### src/design/urf_pkg.sv
// Purpose: Shared constants and carriers for the receiver status-flag block
// Assumes: One 250 MHz clock, synchronous active-high reset
// Notes:   Counts are in receiver sample ticks (8 or 16 per bit)
package urf_pkg;

  // Widths
  localparam int VAL_W      = 24;
  localparam int DIV_W      = 16;
  localparam int CNT_W      = 30;

  // Clock
  localparam int CLK_PERIOD_NS = 4;

  // Samples per bit for the two oversampling methods
  localparam logic [4:0] SAMPLES_OVS16 = 5'h10;
  localparam logic [4:0] SAMPLES_OVS8  = 5'h08;

  // Extra samples a gap must exceed the programmed value by
  localparam logic [CNT_W-1:0] TIMEOUT_TOL_SAMPLES = 30'h2;

  // Break lengths in bit times
  localparam logic [3:0] LIN_BREAK_BITS_SHORT = 4'hA;
  localparam logic [3:0] LIN_BREAK_BITS_LONG  = 4'hB;

  // Reset values
  localparam logic FLAG_RST   = 1'b0;
  localparam logic STATUS_RST = 1'b0;

  // One write to the flag clear register; bits act only when wr is high
  typedef struct packed {
    logic wr;
    logic rx_timeout_clear_bit;
    logic clear_to_send_change_clear_bit;
    logic lin_break_clear_bit;
  } urf_clear_t;

  // Control bits that steer the flag logic
  typedef struct packed {
    logic rx_enable_bit;
    logic rx_timeout_en;
    logic oversample8;
    logic smartcard_mode;
    logic block_wait_sel;
    logic clear_to_send_detect_enable;
    logic lin_mode_en;
    logic lin_break_long;
  } urf_ctrl_t;

  // Interrupt enable bits
  typedef struct packed {
    logic rx_timeout_irq_enable;
    logic clear_to_send_change_irq_enable;
    logic lin_break_irq_enable;
  } urf_irq_en_t;

  // Status as read by software
  typedef struct packed {
    logic rx_idle_timeout_flag;
    logic clear_to_send_status;
    logic clear_to_send_change_flag;
    logic lin_break_flag;
  } urf_status_t;

  // Which waiting time is being measured
  typedef enum logic {
    WAIT_IDLE,
    WAIT_SMARTCARD
  } urf_wait_mode_t;

endpackage

### src/design/urf_flags.sv
// Purpose: Receiver timeout, clear-to-send and LIN break flags with requests
// Assumes: Pins synchronous to clock_i; clear strobes last one cycle
// Notes:   Flag set beats a clear in the same cycle
`timescale 1ns/1ns
module urf_flags
  import urf_pkg::*;
#(
  parameter bit HAS_RX_TIMEOUT = 1'b1,
  parameter bit HAS_FLOW_CTRL  = 1'b1,
  parameter bit HAS_LIN        = 1'b1
) (
  // Clock and reset
  input  wire logic              clock_i,
  input  wire logic              srst_i,
  // Serial pins
  input  wire logic              rx_i,
  input  wire logic              clear_to_send_pin_low_active_i,
  // Configuration
  input  wire urf_ctrl_t         ctrl_i,
  input  wire urf_irq_en_t       irq_en_i,
  input  wire logic [DIV_W-1:0]  sample_div_i,
  input  wire logic [VAL_W-1:0]  rx_timeout_value_reg_i,
  input  wire logic [VAL_W-1:0]  block_wait_value_i,
  input  wire urf_clear_t        clear_i,
  // Status
  output urf_status_t            status_o,
  output logic                   irq_o
);

  // Flag registers
  logic rto_flag_reg;
  logic rto_flag_next;
  logic rto_fired_reg;
  logic cts_stat_reg;
  logic cts_flag_reg;
  logic cts_flag_next;
  logic lbd_flag_reg;
  logic lbd_flag_next;
  logic lbd_fired_reg;
  logic rx_prev_reg;
  logic cts_prev_reg;
  logic irq_reg;

  logic                 sample_tick;
  logic                 rto_reached;
  logic                 lbd_reached;
  logic [CNT_W-1:0]     rto_limit;
  logic [CNT_W-1:0]     lbd_limit;
  logic [VAL_W-1:0]     wait_value;
  urf_wait_mode_t       wait_mode;

  // Sample ticks pace both timers
  urf_tick_div #(
    .W (DIV_W)
  ) u_tick (
    .clock_i (clock_i),
    .srst_i  (srst_i),
    .div_i   (sample_div_i),
    .tick_o  (sample_tick)
  );

  // Receive line activity
  wire rx_edge = rx_i != rx_prev_reg;
  wire rx_fall = rx_prev_reg && !rx_i;
  wire [4:0] samples_per_bit = ctrl_i.oversample8 ? SAMPLES_OVS8 : SAMPLES_OVS16;

  // Smartcard waits are measured from start bit to start bit
  assign wait_mode = ctrl_i.smartcard_mode ? WAIT_SMARTCARD : WAIT_IDLE;
  assign wait_value = (wait_mode == WAIT_SMARTCARD && ctrl_i.block_wait_sel) ?
                      block_wait_value_i : rx_timeout_value_reg_i;
  wire rto_restart = (wait_mode == WAIT_SMARTCARD) ? rx_fall : rx_edge;

  // Limit sits two samples past the programmed gap
  assign rto_limit = CNT_W'(wait_value) * CNT_W'(samples_per_bit)
                   + TIMEOUT_TOL_SAMPLES;

  // Counter runs regardless of the receiver enable
  urf_run_timer #(
    .W (CNT_W)
  ) u_rto_timer (
    .clock_i   (clock_i),
    .srst_i    (srst_i),
    .tick_i    (sample_tick),
    .restart_i (rto_restart),
    .limit_i   (rto_limit),
    .reached_o (rto_reached)
  );

  // Break is a low run of ten or eleven bit times
  wire [3:0] lbd_bits = ctrl_i.lin_break_long ? LIN_BREAK_BITS_LONG
                                              : LIN_BREAK_BITS_SHORT;
  assign lbd_limit = CNT_W'(lbd_bits) * CNT_W'(samples_per_bit);

  urf_run_timer #(
    .W (CNT_W)
  ) u_lbd_timer (
    .clock_i   (clock_i),
    .srst_i    (srst_i),
    .tick_i    (sample_tick),
    .restart_i (rx_i),
    .limit_i   (lbd_limit),
    .reached_o (lbd_reached)
  );

  // Write-one clears; a zero bit or an idle strobe leaves the flag alone
  wire clr_rto = clear_i.wr && clear_i.rx_timeout_clear_bit;
  wire clr_cts = clear_i.wr && clear_i.clear_to_send_change_clear_bit;
  wire clr_lbd = clear_i.wr && clear_i.lin_break_clear_bit;

  // One event per idle period so a clear is not undone while still idle
  wire set_rto = HAS_RX_TIMEOUT && rto_reached && !rto_fired_reg
              && ctrl_i.rx_enable_bit && ctrl_i.rx_timeout_en;
  wire cts_toggle = clear_to_send_pin_low_active_i != cts_prev_reg;
  wire set_cts = HAS_FLOW_CTRL && ctrl_i.clear_to_send_detect_enable
              && cts_toggle;
  wire set_lbd = HAS_LIN && ctrl_i.lin_mode_en && lbd_reached
              && !lbd_fired_reg;

  assign rto_flag_next = set_rto || (rto_flag_reg && !clr_rto);
  assign cts_flag_next = set_cts || (cts_flag_reg && !clr_cts);
  assign lbd_flag_next = set_lbd || (lbd_flag_reg && !clr_lbd);

  wire irq_next = (rto_flag_reg && irq_en_i.rx_timeout_irq_enable)
               || (cts_flag_reg && irq_en_i.clear_to_send_change_irq_enable)
               || (lbd_flag_reg && irq_en_i.lin_break_irq_enable);

  always_ff @(posedge clock_i) begin
    if (srst_i) begin
      rto_flag_reg  <= FLAG_RST;
      cts_flag_reg  <= FLAG_RST;
      lbd_flag_reg  <= FLAG_RST;
      rto_fired_reg <= FLAG_RST;
      lbd_fired_reg <= FLAG_RST;
      cts_stat_reg  <= STATUS_RST;
      rx_prev_reg   <= 1'b1;
      cts_prev_reg  <= 1'b1;
      irq_reg       <= 1'b0;
    end else begin
      rto_flag_reg  <= rto_flag_next;
      cts_flag_reg  <= cts_flag_next;
      lbd_flag_reg  <= lbd_flag_next;
      rto_fired_reg <= !rto_restart && (rto_fired_reg || set_rto);
      lbd_fired_reg <= !rx_i && (lbd_fired_reg || set_lbd);
      cts_stat_reg  <= HAS_FLOW_CTRL && !clear_to_send_pin_low_active_i;
      rx_prev_reg   <= rx_i;
      cts_prev_reg  <= clear_to_send_pin_low_active_i;
      irq_reg       <= irq_next;
    end
  end

  // Disabled features stay zero because their set terms are tied off
  assign status_o.rx_idle_timeout_flag      = rto_flag_reg;
  assign status_o.clear_to_send_status      = cts_stat_reg;
  assign status_o.clear_to_send_change_flag = cts_flag_reg;
  assign status_o.lin_break_flag            = lbd_flag_reg;
  assign irq_o                              = irq_reg;

  // Checks
  AST_RTO_SET: assert property (@(posedge clock_i) disable iff (srst_i)
    (HAS_RX_TIMEOUT && rto_reached && !rto_fired_reg && ctrl_i.rx_enable_bit
     && ctrl_i.rx_timeout_en) |=> rto_flag_reg)
    else $error("timeout flag not set after limit reached");

  AST_RTO_CLR: assert property (@(posedge clock_i) disable iff (srst_i)
    $fell(rto_flag_reg) |-> $past(clr_rto))
    else $error("timeout flag dropped without clear");

  AST_IRQ: assert property (@(posedge clock_i) disable iff (srst_i)
    (rto_flag_reg && irq_en_i.rx_timeout_irq_enable) |=> irq_o)
    else $error("timeout request missing");

  AST_RTO_GAP: assert property (@(posedge clock_i) disable iff (srst_i)
    rto_restart |=> !rto_reached)
    else $error("timeout reached right after activity");

  AST_RTO_RX_ON: assert property (@(posedge clock_i) disable iff (srst_i)
    $rose(rto_flag_reg) |-> $past(ctrl_i.rx_enable_bit) && $past(rto_reached))
    else $error("timeout flag set with receiver off");

  AST_CTS_LIVE: assert property (@(posedge clock_i) disable iff (srst_i)
    ##1 status_o.clear_to_send_status ==
        (HAS_FLOW_CTRL && !$past(clear_to_send_pin_low_active_i)))
    else $error("clear-to-send status not inverse of pin");

  AST_CTS_SET: assert property (@(posedge clock_i) disable iff (srst_i)
    (HAS_FLOW_CTRL && ctrl_i.clear_to_send_detect_enable
     && $changed(clear_to_send_pin_low_active_i)) |=> cts_flag_reg)
    else $error("toggle did not set change flag");

  AST_CTS_HOLD: assert property (@(posedge clock_i) disable iff (srst_i)
    (cts_flag_reg && !(clear_i.wr && clear_i.clear_to_send_change_clear_bit))
    |=> cts_flag_reg)
    else $error("change flag lost without clear");

  AST_CTS_IRQ: assert property (@(posedge clock_i) disable iff (srst_i)
    (!cts_flag_reg && !rto_flag_reg && !lbd_flag_reg) |=> !irq_o)
    else $error("request without any flag");

  AST_LBD_SET: assert property (@(posedge clock_i) disable iff (srst_i)
    $rose(lbd_flag_reg) |-> $past(lbd_reached) && !$past(rx_i, 2))
    else $error("break flag without low run");

  AST_LBD_CLR: assert property (@(posedge clock_i) disable iff (srst_i)
    $fell(lbd_flag_reg) |-> $past(clr_lbd))
    else $error("break flag dropped without clear");

  AST_LBD_IRQ: assert property (@(posedge clock_i) disable iff (srst_i)
    (lbd_flag_reg && irq_en_i.lin_break_irq_enable) |=> irq_o)
    else $error("break request missing");

  AST_ABSENT: assert property (@(posedge clock_i) disable iff (srst_i)
    (!HAS_LIN |-> !lbd_flag_reg) and (!HAS_FLOW_CTRL |-> !cts_flag_reg))
    else $error("absent feature shows a flag");

  AST_RESET: assert property (@(posedge clock_i)
    srst_i |=> !rto_flag_reg && !cts_flag_reg && !lbd_flag_reg && !irq_o)
    else $error("flags not cleared by reset");

  AST_RESET_STAT: assert property (@(posedge clock_i)
    srst_i |=> !status_o.clear_to_send_status)
    else $error("live status not cleared by reset");

  // These read internal terms so a failure points at the flag at fault
  // Further timeout checks
  AST_RTO_HOLD: assert property (@(posedge clock_i) disable iff (srst_i)
    (rto_flag_reg && !clr_rto) |=> rto_flag_reg)
    else $error("timeout flag lost without clear");

  AST_RTO_OFF: assert property (@(posedge clock_i) disable iff (srst_i)
    (!ctrl_i.rx_enable_bit && !rto_flag_reg) |=> !rto_flag_reg)
    else $error("timeout flag set with receiver disabled");

  AST_RTO_QUIET: assert property (@(posedge clock_i) disable iff (srst_i)
    (rto_restart && !rto_flag_reg && !set_rto)
    |=> !rto_flag_reg ##1 !rto_flag_reg)
    else $error("timeout flag set right after line activity");

  AST_RTO_ABSENT: assert property (@(posedge clock_i) disable iff (srst_i)
    (!HAS_RX_TIMEOUT |-> !rto_flag_reg)
    and (!HAS_FLOW_CTRL |-> !status_o.clear_to_send_status))
    else $error("absent feature shows a status bit");

  // Further clear-to-send checks
  AST_CTS_CLR: assert property (@(posedge clock_i) disable iff (srst_i)
    $fell(cts_flag_reg) |-> $past(clr_cts))
    else $error("change flag dropped without clear");

  AST_CTS_OFF: assert property (@(posedge clock_i) disable iff (srst_i)
    (!ctrl_i.clear_to_send_detect_enable && !cts_flag_reg) |=> !cts_flag_reg)
    else $error("change flag set with detection disabled");

  AST_CTS_WINS: assert property (@(posedge clock_i) disable iff (srst_i)
    (set_cts && clr_cts)
    |=> cts_flag_reg)
    else $error("clear beat a toggle in the same cycle");

  AST_CTS_IRQ_ON: assert property (@(posedge clock_i) disable iff (srst_i)
    (cts_flag_reg && irq_en_i.clear_to_send_change_irq_enable) |=> irq_o)
    else $error("change request missing");

  AST_IRQ_MASKED: assert property (@(posedge clock_i) disable iff (srst_i)
    (!(rto_flag_reg && irq_en_i.rx_timeout_irq_enable)
     && !(cts_flag_reg && irq_en_i.clear_to_send_change_irq_enable)
     && !(lbd_flag_reg && irq_en_i.lin_break_irq_enable)) |=> !irq_o)
    else $error("request with every flag masked");

  // Further break checks
  AST_LBD_SET_ON: assert property (@(posedge clock_i) disable iff (srst_i)
    (HAS_LIN && ctrl_i.lin_mode_en && lbd_reached && !lbd_fired_reg)
    |=> lbd_flag_reg)
    else $error("break flag not set after low run");

  AST_LBD_HOLD: assert property (@(posedge clock_i) disable iff (srst_i)
    (lbd_flag_reg && !clr_lbd) |=> lbd_flag_reg)
    else $error("break flag lost without clear");

  AST_LBD_OFF: assert property (@(posedge clock_i) disable iff (srst_i)
    (!ctrl_i.lin_mode_en && !lbd_flag_reg) |=> !lbd_flag_reg)
    else $error("break flag set outside break mode");

  AST_LBD_QUIET: assert property (@(posedge clock_i) disable iff (srst_i)
    (rx_i && !lbd_reached && !lbd_flag_reg)
    |=> !lbd_flag_reg ##1 !lbd_flag_reg)
    else $error("break flag set on a high line");

endmodule

### src/design/urf_run_timer.sv
// Purpose: Counts sample ticks while a condition lasts, flags a reached limit
// Assumes: restart_i held whenever the measured condition is broken
// Notes:   Saturates so a long gap never wraps back under the limit
`timescale 1ns/1ns
module urf_run_timer
  import urf_pkg::*;
#(
  parameter int W = CNT_W
) (
  // Clock and reset
  input  wire logic         clock_i,
  input  wire logic         srst_i,
  // Timing
  input  wire logic         tick_i,
  input  wire logic         restart_i,
  input  wire logic [W-1:0] limit_i,
  output logic              reached_o
);

  logic [W-1:0] cnt_reg;
  logic [W-1:0] cnt_next;
  wire          at_max = &cnt_reg;

  assign cnt_next = restart_i          ? '0 :
                    (tick_i && !at_max) ? cnt_reg + W'(1) : cnt_reg;

  always_ff @(posedge clock_i) begin
    if (srst_i) begin
      cnt_reg   <= '0;
      reached_o <= 1'b0;
    end else begin
      cnt_reg   <= cnt_next;
      reached_o <= !restart_i && (cnt_next >= limit_i);
    end
  end

endmodule

### src/design/urf_tick_div.sv
// Purpose: Sample tick divider, one-cycle enable per receiver sample
// Assumes: Divisor of zero behaves as one
// Notes:   Output is a registered pulse
`timescale 1ns/1ns
module urf_tick_div
  import urf_pkg::*;
#(
  parameter int W = DIV_W
) (
  // Clock and reset
  input  wire logic         clock_i,
  input  wire logic         srst_i,
  // Divisor and tick
  input  wire logic [W-1:0] div_i,
  output logic              tick_o
);

  logic [W-1:0] cnt_reg;
  logic [W-1:0] cnt_next;
  wire          wrap = (cnt_reg + W'(1)) >= div_i;

  assign cnt_next = wrap ? '0 : cnt_reg + W'(1);

  always_ff @(posedge clock_i) begin
    if (srst_i) begin
      cnt_reg <= '0;
      tick_o  <= 1'b0;
    end else begin
      cnt_reg <= cnt_next;
      tick_o  <= wrap;
    end
  end

endmodule

### config.mk
export PLATFORM = sky130hd
export DESIGN_NAME = urf_flags
export DESIGN_NICKNAME = d
export VERILOG_FILES = /design/src/design/urf_pkg.sv /design/src/design/urf_flags.sv /design/src/design/urf_run_timer.sv /design/src/design/urf_tick_div.sv
export SDC_FILE = /design/constraint.sdc
export NUM_CORES = 1
export LEC_CHECK = 0
export BUFFER_PORTS_ARGS = -buffer_cell sky130_fd_sc_hd__clkbuf_2
export CORE_MARGIN = 5
export CORE_UTILIZATION = 25
export CTS_CLUSTER_SIZE = 28
export DETAILED_ROUTE_END_ITERATION = 10
export PLACE_DENSITY_LB_ADDON = 0.25
export SLEW_MARGIN = 10
export SYNTH_ARGS = -nofsm -noshare
export SYNTH_HDL_FRONTEND = slang
export SYNTH_SLANG_ARGS = --single-unit
### constraint.sdc
create_clock -name clock_i -period 9.9 [get_ports clock_i]
set_input_delay 0.495 -clock clock_i [delete_from_list [all_inputs] [get_ports clock_i]]
set_output_delay 0.495 -clock clock_i [all_outputs]
set_load 0.005 [all_outputs]
==> results of run 1 <==
## cells in the final DEF, fill, tap and decap left out, types with 9 or more instances in the layout
master	count
clkbuf_16	9
o21ai_0	15
nand4_1	23
nand3_1	38
nor3_1	28
a21oi_1	40
xor2_1	48
nor2_1	122
clkbuf_2	87
mux2i_1	49
ha_1	92
and3_1	15
a21boi_0	10
a21o_1	25
dfxtp_1	88
inv_1	41
and4_1	9
xnor2_1	44
nand2_1	56
conb_1	23
## through the flow
stage          hold WS, ns  util (%)
2_1_floorplan        0.432         -
3_3_place_gp         0.442      28.4
3_5_place_dp         0.448      28.4
4_1_cts              0.365      29.5
5_1_grt              0.399      29.5
6_report             0.387      29.5
## final cells by class
cell class	count	area (um2)
Timing Repair Buffer	90	458
Clock inverter	7	78.8
Clock buffer	9	225
Multi-Input combinational cell	744	5260
Fill cell	3132	20100
Tap cell	384	480
Sequential cell	88	1760
Inverter	41	154
## worst reg2reg max path: stages, from the launching register on
cell and delay, ns:
dfxtp_1 0.52, nand4_4 0.18, or3_1 0.40, nor4_1 0.53, nand2_1 0.15, and2_1 0.24, nand2_1 0.10, xor2_1 0.22
nor2_1 0.08, ha_1 0.32, o21a_1 0.16, o21ai_0 0.14, a21oi_1 0.09, nor4_1 0.38, o21ai_0 0.14, or4_1 0.45
nor4b_2 0.29, a41oi_1 0.15
## worst min-delay path by stage
stage                         end  slack [ns]  cells after the start
CTS                         irq_o        0.36                      3
floorplan           rto_fired_reg        0.43                      2
finish                      irq_o        0.39                      3
global route         cts_prev_reg        0.40                      2
detailed placement  rto_fired_reg        0.45                      2
global placement    rto_fired_reg        0.44                      2
## logic make-up after synthesis
| logic type | share of synthesized area, % |
|---|---|
| compound gates | 13.4 |
| xor+xnor | 11.2 |
| fa+ha+maj | 16.3 |
| buf+inv | 3.87 |
| flops | 24.4 |
| mux | 7.26 |
| other cells | 0.104 |
| simple gates | 23.5 |
## layer usage
| layer | track usage [%] | up-vias | routed length [um] |
|---|---|---|---|
| li1 | - | 3296 | - |
| met1 | 13.0 | 2825 | 8000 |
| met2 | 18.3 | 58 | 8280 |
| met3 | 1.98 | 9 | 436 |
| met4 | 2.32 | 0 | 171 |
| met5 | 0 | - | 0 |
## report_power, final
group          internal (mW)  switching [mW]
Clock                  0.198           0.155
Sequential             0.364         0.00894
Combinational          0.131           0.152
Total                  0.693           0.316
==> run summary, run 1 <==
Distinct cells, synth: 62
Post-synth top flop: dfxtp_1
top-count cell post-synth: nor2_1
# setup viols final: 0
worst skew pair latency: 0.35 ns
RSZ-0062 raised after global routing: no
Synth area leader: dfxtp_1
CTS Hold Buffers Added: 0
Tmin final: 5.38 ns
Critical Path RT: 10.12 ns
Worst path most repeated cell: a21o_1
Synth top area share: 24.4%
Fin. Hold Viols: 0
routed wire length: 16,900 um
max cap viols: 0
starting density of the core: 25.2%
synth cell count leaders: nor2_1 (122), ha_1 (92), dfxtp_1 (88), nand2_1 (56), mux2i_1 (50)
Synth Warn #: 0
Die ar.: 32,300 um2
DP HPWL: 13,500 um
Non-Filler Instances: 1,363
hold_sp: irq_en_i[0]
layout cell share with drive strength beyond 1: 12.8%
ys async rst share: 0%
CTS sink count: 88
CP startpoint: ctrl_i[5]
#FFs+latches synth: 88
RePlAce Congestion: 0.756
via/cell ratio: 4.54
Max Root-Sink Buffers: 2
Fin Setup TNS: 0 ns
Cell Chain, Critical Path: clkbuf_2, inv_1, nor2_1, ha_1, ha_1, ha_1, ha_1, o21a_1, o31a_1, o31ai_1, a31oi_1, o21a_1, o21a_1, a31oi_1, xor2_1, ha_1, a21o_1, a21o_1, a21o_1, a21o_1, a21o_1, a21o_1, a21oi_1, o2bb2ai_1
CTS Buf Count: 9
chip height: 180 um
slew margin rel.: 25.2%
DP Area: 8110 um2
Placeable Area: 28,500 um2
Die W: 180 um
area growth from synthesis to layout: 16.8%
# DRC: 0
Hold Crit Class: input pin to flip-flop
clock-pin slew on the worst setup and hold paths: 0.06 ns
Syn Std Cell Area: 7210 um2
Buf/Inv on CP: 2
final non-filler cell area: 8410 um2
largest net degree at the start of global routing: 37
final worst clock skew: 0.0104 ns
leakage power: 3.82 nW
Slowest-stage cell, CP: inv_1
CP Capture Type: flip-flop
vias in the first global route: 6,006
critical path depth in cells: 24
row count: 62
worst slew pin tran: 1.11 ns
Slew Limit Fails: 0
CP arrival: 5.60 ns
via count: 6,188
r2r endpoint: u_lbd_timer.reached_o
GRT Util Overall: 10.3%
r2r worst-path depth: 17
Synth area leaders: dfxtp_1 (24%), ha_1 (16%), mux2i_1 (6.9%)
crit path kind: input pin to flip-flop
Peak VDD IR: 0.0000794 V
CP endpoint: u_rto_timer.reached_o
Final Power: 1.01 mW
final period utilization: 54.4%
Routed WL per cell: 12.4 um
initial antenna violation count: 0
placed insts: 1,347
Final ANT Viol Nets: 0
NumNets Final: 1,150
Synth Instances: 880
critical path startpoint category: input pin
post-synthesis sequential area ratio: 24.4%
Post-synth EDFFs: 0
# diodes: 0
Final Worst Setup Slack: 4.52 ns
Critical Path Fanout Max: 22
PD cells: 120 nW/um2
Slowest Stage Delay on Critical Path: 0.59 ns
Peak Freq: 186 MHz
r2r setup slk: 5.20 ns
DR iter-0 viols: 241
Crit path max-delay family: compound AO/OA/AOI/OAI gates
start of the worst register-to-register path: u_lbd_timer.cnt_reg[2]
syn_area_per_cell: 8.19 um2
first-pass GRT wire length: 28,500 um
grt ovf: 0
port buffer count: 87
CTS H-tree depth: 3
root buf cell: clkbuf_16
outcome: finished, final reports clean
post-CTS setup buffers: 0
post-cts resize count: 0
CTS tree: built
IO Pins: 88
DRT Pass-1 Iters: 4
Place WS: 4.12 ns
(Power assumes the default switching activity.)
==> run 2, diff against run 1 <==
==> constraint.sdc (replaced) <==
create_clock -name clock_i -period 5.3 [get_ports clock_i]
set_input_delay 0.265 -clock clock_i [delete_from_list [all_inputs] [get_ports clock_i]]
set_output_delay 0.265 -clock clock_i [all_outputs]
set_load 0.005 [all_outputs]
==> run 2 against run 1 <==
Combinational power increased by 88%. First-iteration DRC count decreased by 9.5%. Cell area increased by 0.62%. Sequential share of layout area decreased by 0.13 points. Largest cell class unchanged. Global-route usage decreased by 0.28 points. Core utilization increased by 0.18 points.
==> run summary, run 2 (synthesis results as in run 1) <==
outcome: finished, final reports clean (unchanged)
PD cells: 223 nW/um2 (was 120 nW/um2)
Fin Setup TNS: 0 ns (unchanged)
Crit path max-delay family: compound AO/OA/AOI/OAI gates (unchanged)
# diodes: 0 (unchanged)
CP arrival: 5.00 ns (was 5.60 ns)
RePlAce Congestion: 0.791 (was 0.756)
crit path kind: input pin to flip-flop (unchanged)
commonest non-fill, non-tap cell in the layout: nor2_1 (unchanged)
CTS H-tree depth: 3 (unchanged)
critical path startpoint category: input pin (unchanged)
row count: 62 (unchanged)
max cap viols: 0 (unchanged)
slew margin rel.: 25.0% (was 25.2%)
leakage power: 3.85 nW (was 3.82 nW)
IO Pins: 88 (unchanged)
port buffer count: 87 (unchanged)
first-pass GRT wire length: 27,900 um (was 28,500 um)
Slew Limit Fails: 0 (unchanged)
# DRC: 0 (unchanged)
most frequent cells in the layout: nor2_1 (122), ha_1 (92), dfxtp_1 (88) (unchanged)
final period utilization: 90.2%
CP Capture Type: flip-flop (unchanged)
Worst path most repeated cell: a21o_1 (unchanged)
CTS Buf Count: 9 (unchanged)
via count: 6,245 (was 6,188)
Max Root-Sink Buffers: 2 (unchanged)
# fillers: 3,158 (was 3,132)
starting density of the core: 25.2% (unchanged)
final worst clock skew: 0.0109 ns (was 0.0104 ns)
vias in the first global route: 5,888 (was 6,006)
Tmin final: 4.78 ns
Routed WL per cell: 12.3 um (was 12.4 um)
root buf cell: clkbuf_16 (unchanged)
Critical Path Fanout Max: 9 (was 22)
Critical Path RT: 5.52 ns (was 10.12 ns)
NumNets Final: 1,155 (was 1,150)
CTS Hold Buffers Added: 0 (unchanged)
critical path depth in cells: 26 (was 24)
initial antenna violation count: 0 (unchanged)
Final ANT Viol Nets: 0 (unchanged)
post-CTS setup buffers: 0 (unchanged)
Placeable Area: 28,500 um2 (unchanged)
DP HPWL: 13,600 um (was 13,500 um)
post-cts resize count: 0 (unchanged)
Slowest-stage cell, CP: o31ai_1 (was inv_1)
chip height: 180 um (unchanged)
Final Worst Setup Slack: 0.520 ns (was 4.52 ns)
area growth from synthesis to layout: 17.5% (was 16.8%)
DRT Pass-1 Iters: 4 (unchanged)
Place WS: 0.137 ns (was 4.12 ns)
clock-pin slew on the worst setup and hold paths: 0.06 ns (about the same)
Die W: 180 um (unchanged)
DR iter-0 viols: 218 (was 241)
worst slew pin tran: 1.12 ns (was 1.11 ns)
CTS sink count: 88 (unchanged)
WHS Path Cells: 2 (was 3)
Peak Freq: 209 MHz
Buf/Inv on CP: 2 (unchanged)
grt ovf: 0 (unchanged)
Die ar.: 32,300 um2 (unchanged)
routed wire length: 16,800 um (was 16,900 um)
Peak VDD IR: 0.000175 V (was 0.0000794 V)
r2r worst-path depth: 17 (unchanged)
# setup viols final: 0 (unchanged)
largest net degree at the start of global routing: 29 (was 37)
layout cell share with drive strength beyond 1: 13.1% (was 12.8%)
worst skew pair latency: 0.34 ns (was 0.35 ns)
Hold Crit Class: input pin to flip-flop (unchanged)
CTS tree: built (unchanged)
Fin. Hold Viols: 0 (unchanged)
GRT Util Overall: 10.1% (was 10.3%)
Slowest Stage Delay on Critical Path: 0.36 ns (was 0.59 ns)
RSZ-0062 raised after global routing: no (unchanged)
via/cell ratio: 4.57 (was 4.54)
## run 2: cell count changes in the layout (fill, tap and decap cells not counted)
cell	change
buf_4	+4
buf_12	+1
clkbuf_1	+1
clkbuf_8	+1
clkinv_2	-1
clkinv_4	+1
clkinvlp_4	-1
inv_8	-1
## run 2: path summary, 6_finish.rpt
path | start | endpoint | slack (ns)
worst max-delay path | ctrl_i[4] | u_rto_timer.reached_o | 0.52
worst min-delay path | clear_to_send_pin_low_active_i | cts_prev_reg | 0.16
worst max register to register | u_lbd_timer.cnt_reg[2] | u_lbd_timer.reached_o | 0.65
worst min register to register | rto_fired_reg | rto_fired_reg | 0.46
## run 2: worst reg2reg max path: stages, from the launching register on
cell     delay, ns
dfxtp_1       0.50
nand4_4       0.18
or3_1         0.39
nor4_1        0.50
nand2_1       0.15
and2_1        0.24
nand2_1       0.09
xor2_1        0.20
nor2_1        0.08
ha_1          0.32
o21a_1        0.17
o21ai_0       0.15
a21oi_1       0.08
nor4_1        0.42
o21ai_0       0.13
or4_1         0.44
nor4b_2       0.29
a41oi_1       0.15
## run 2: layout make-up
cell class | count | area, um2 | share of cell area (%)
multi-input cells | 744 | 5260 | 62.1
flip-flops and latches | 88 | 1760 | 20.8
repair buffers | 95 | 508 | 6.00
well taps | 384 | 480 | 5.67
clock buffers | 11 | 243 | 2.87
inverters | 41 | 154 | 1.82
clock inverters | 5 | 63.8 | 0.754
## run 2: power breakdown
group	switching [mW]	internal [mW]	total (mW)
registers	0.0167	0.681	0.698
logic	0.284	0.248	0.532
clock network	0.273	0.382	0.655
total	0.574	1.31	1.89
## run 2: metal layers
layer	GRT usage, %	vias to the layer above	part of all wire (%)
li1	-	3320	-
met1	13.8	2838	49
met2	16.6	76	47
met3	1.70	11	2.9
met4	2.19	0	0.93
met5	0	-	0
## run 2: through the flow
stage	power [mW]	cells	hold slack [ns]	util [%]	area (um2)
after global placement	1.24	1352	0.443	28.6	8160
final	1.89	1368	0.160	29.7	8470
after CTS	1.91	1368	0.148	29.7	8470
after global routing	2.03	1368	0.163	29.7	8470
after detailed placement	1.24	1352	0.454	28.6	8160
after floorplan	1.11	901	0.385	-	7280
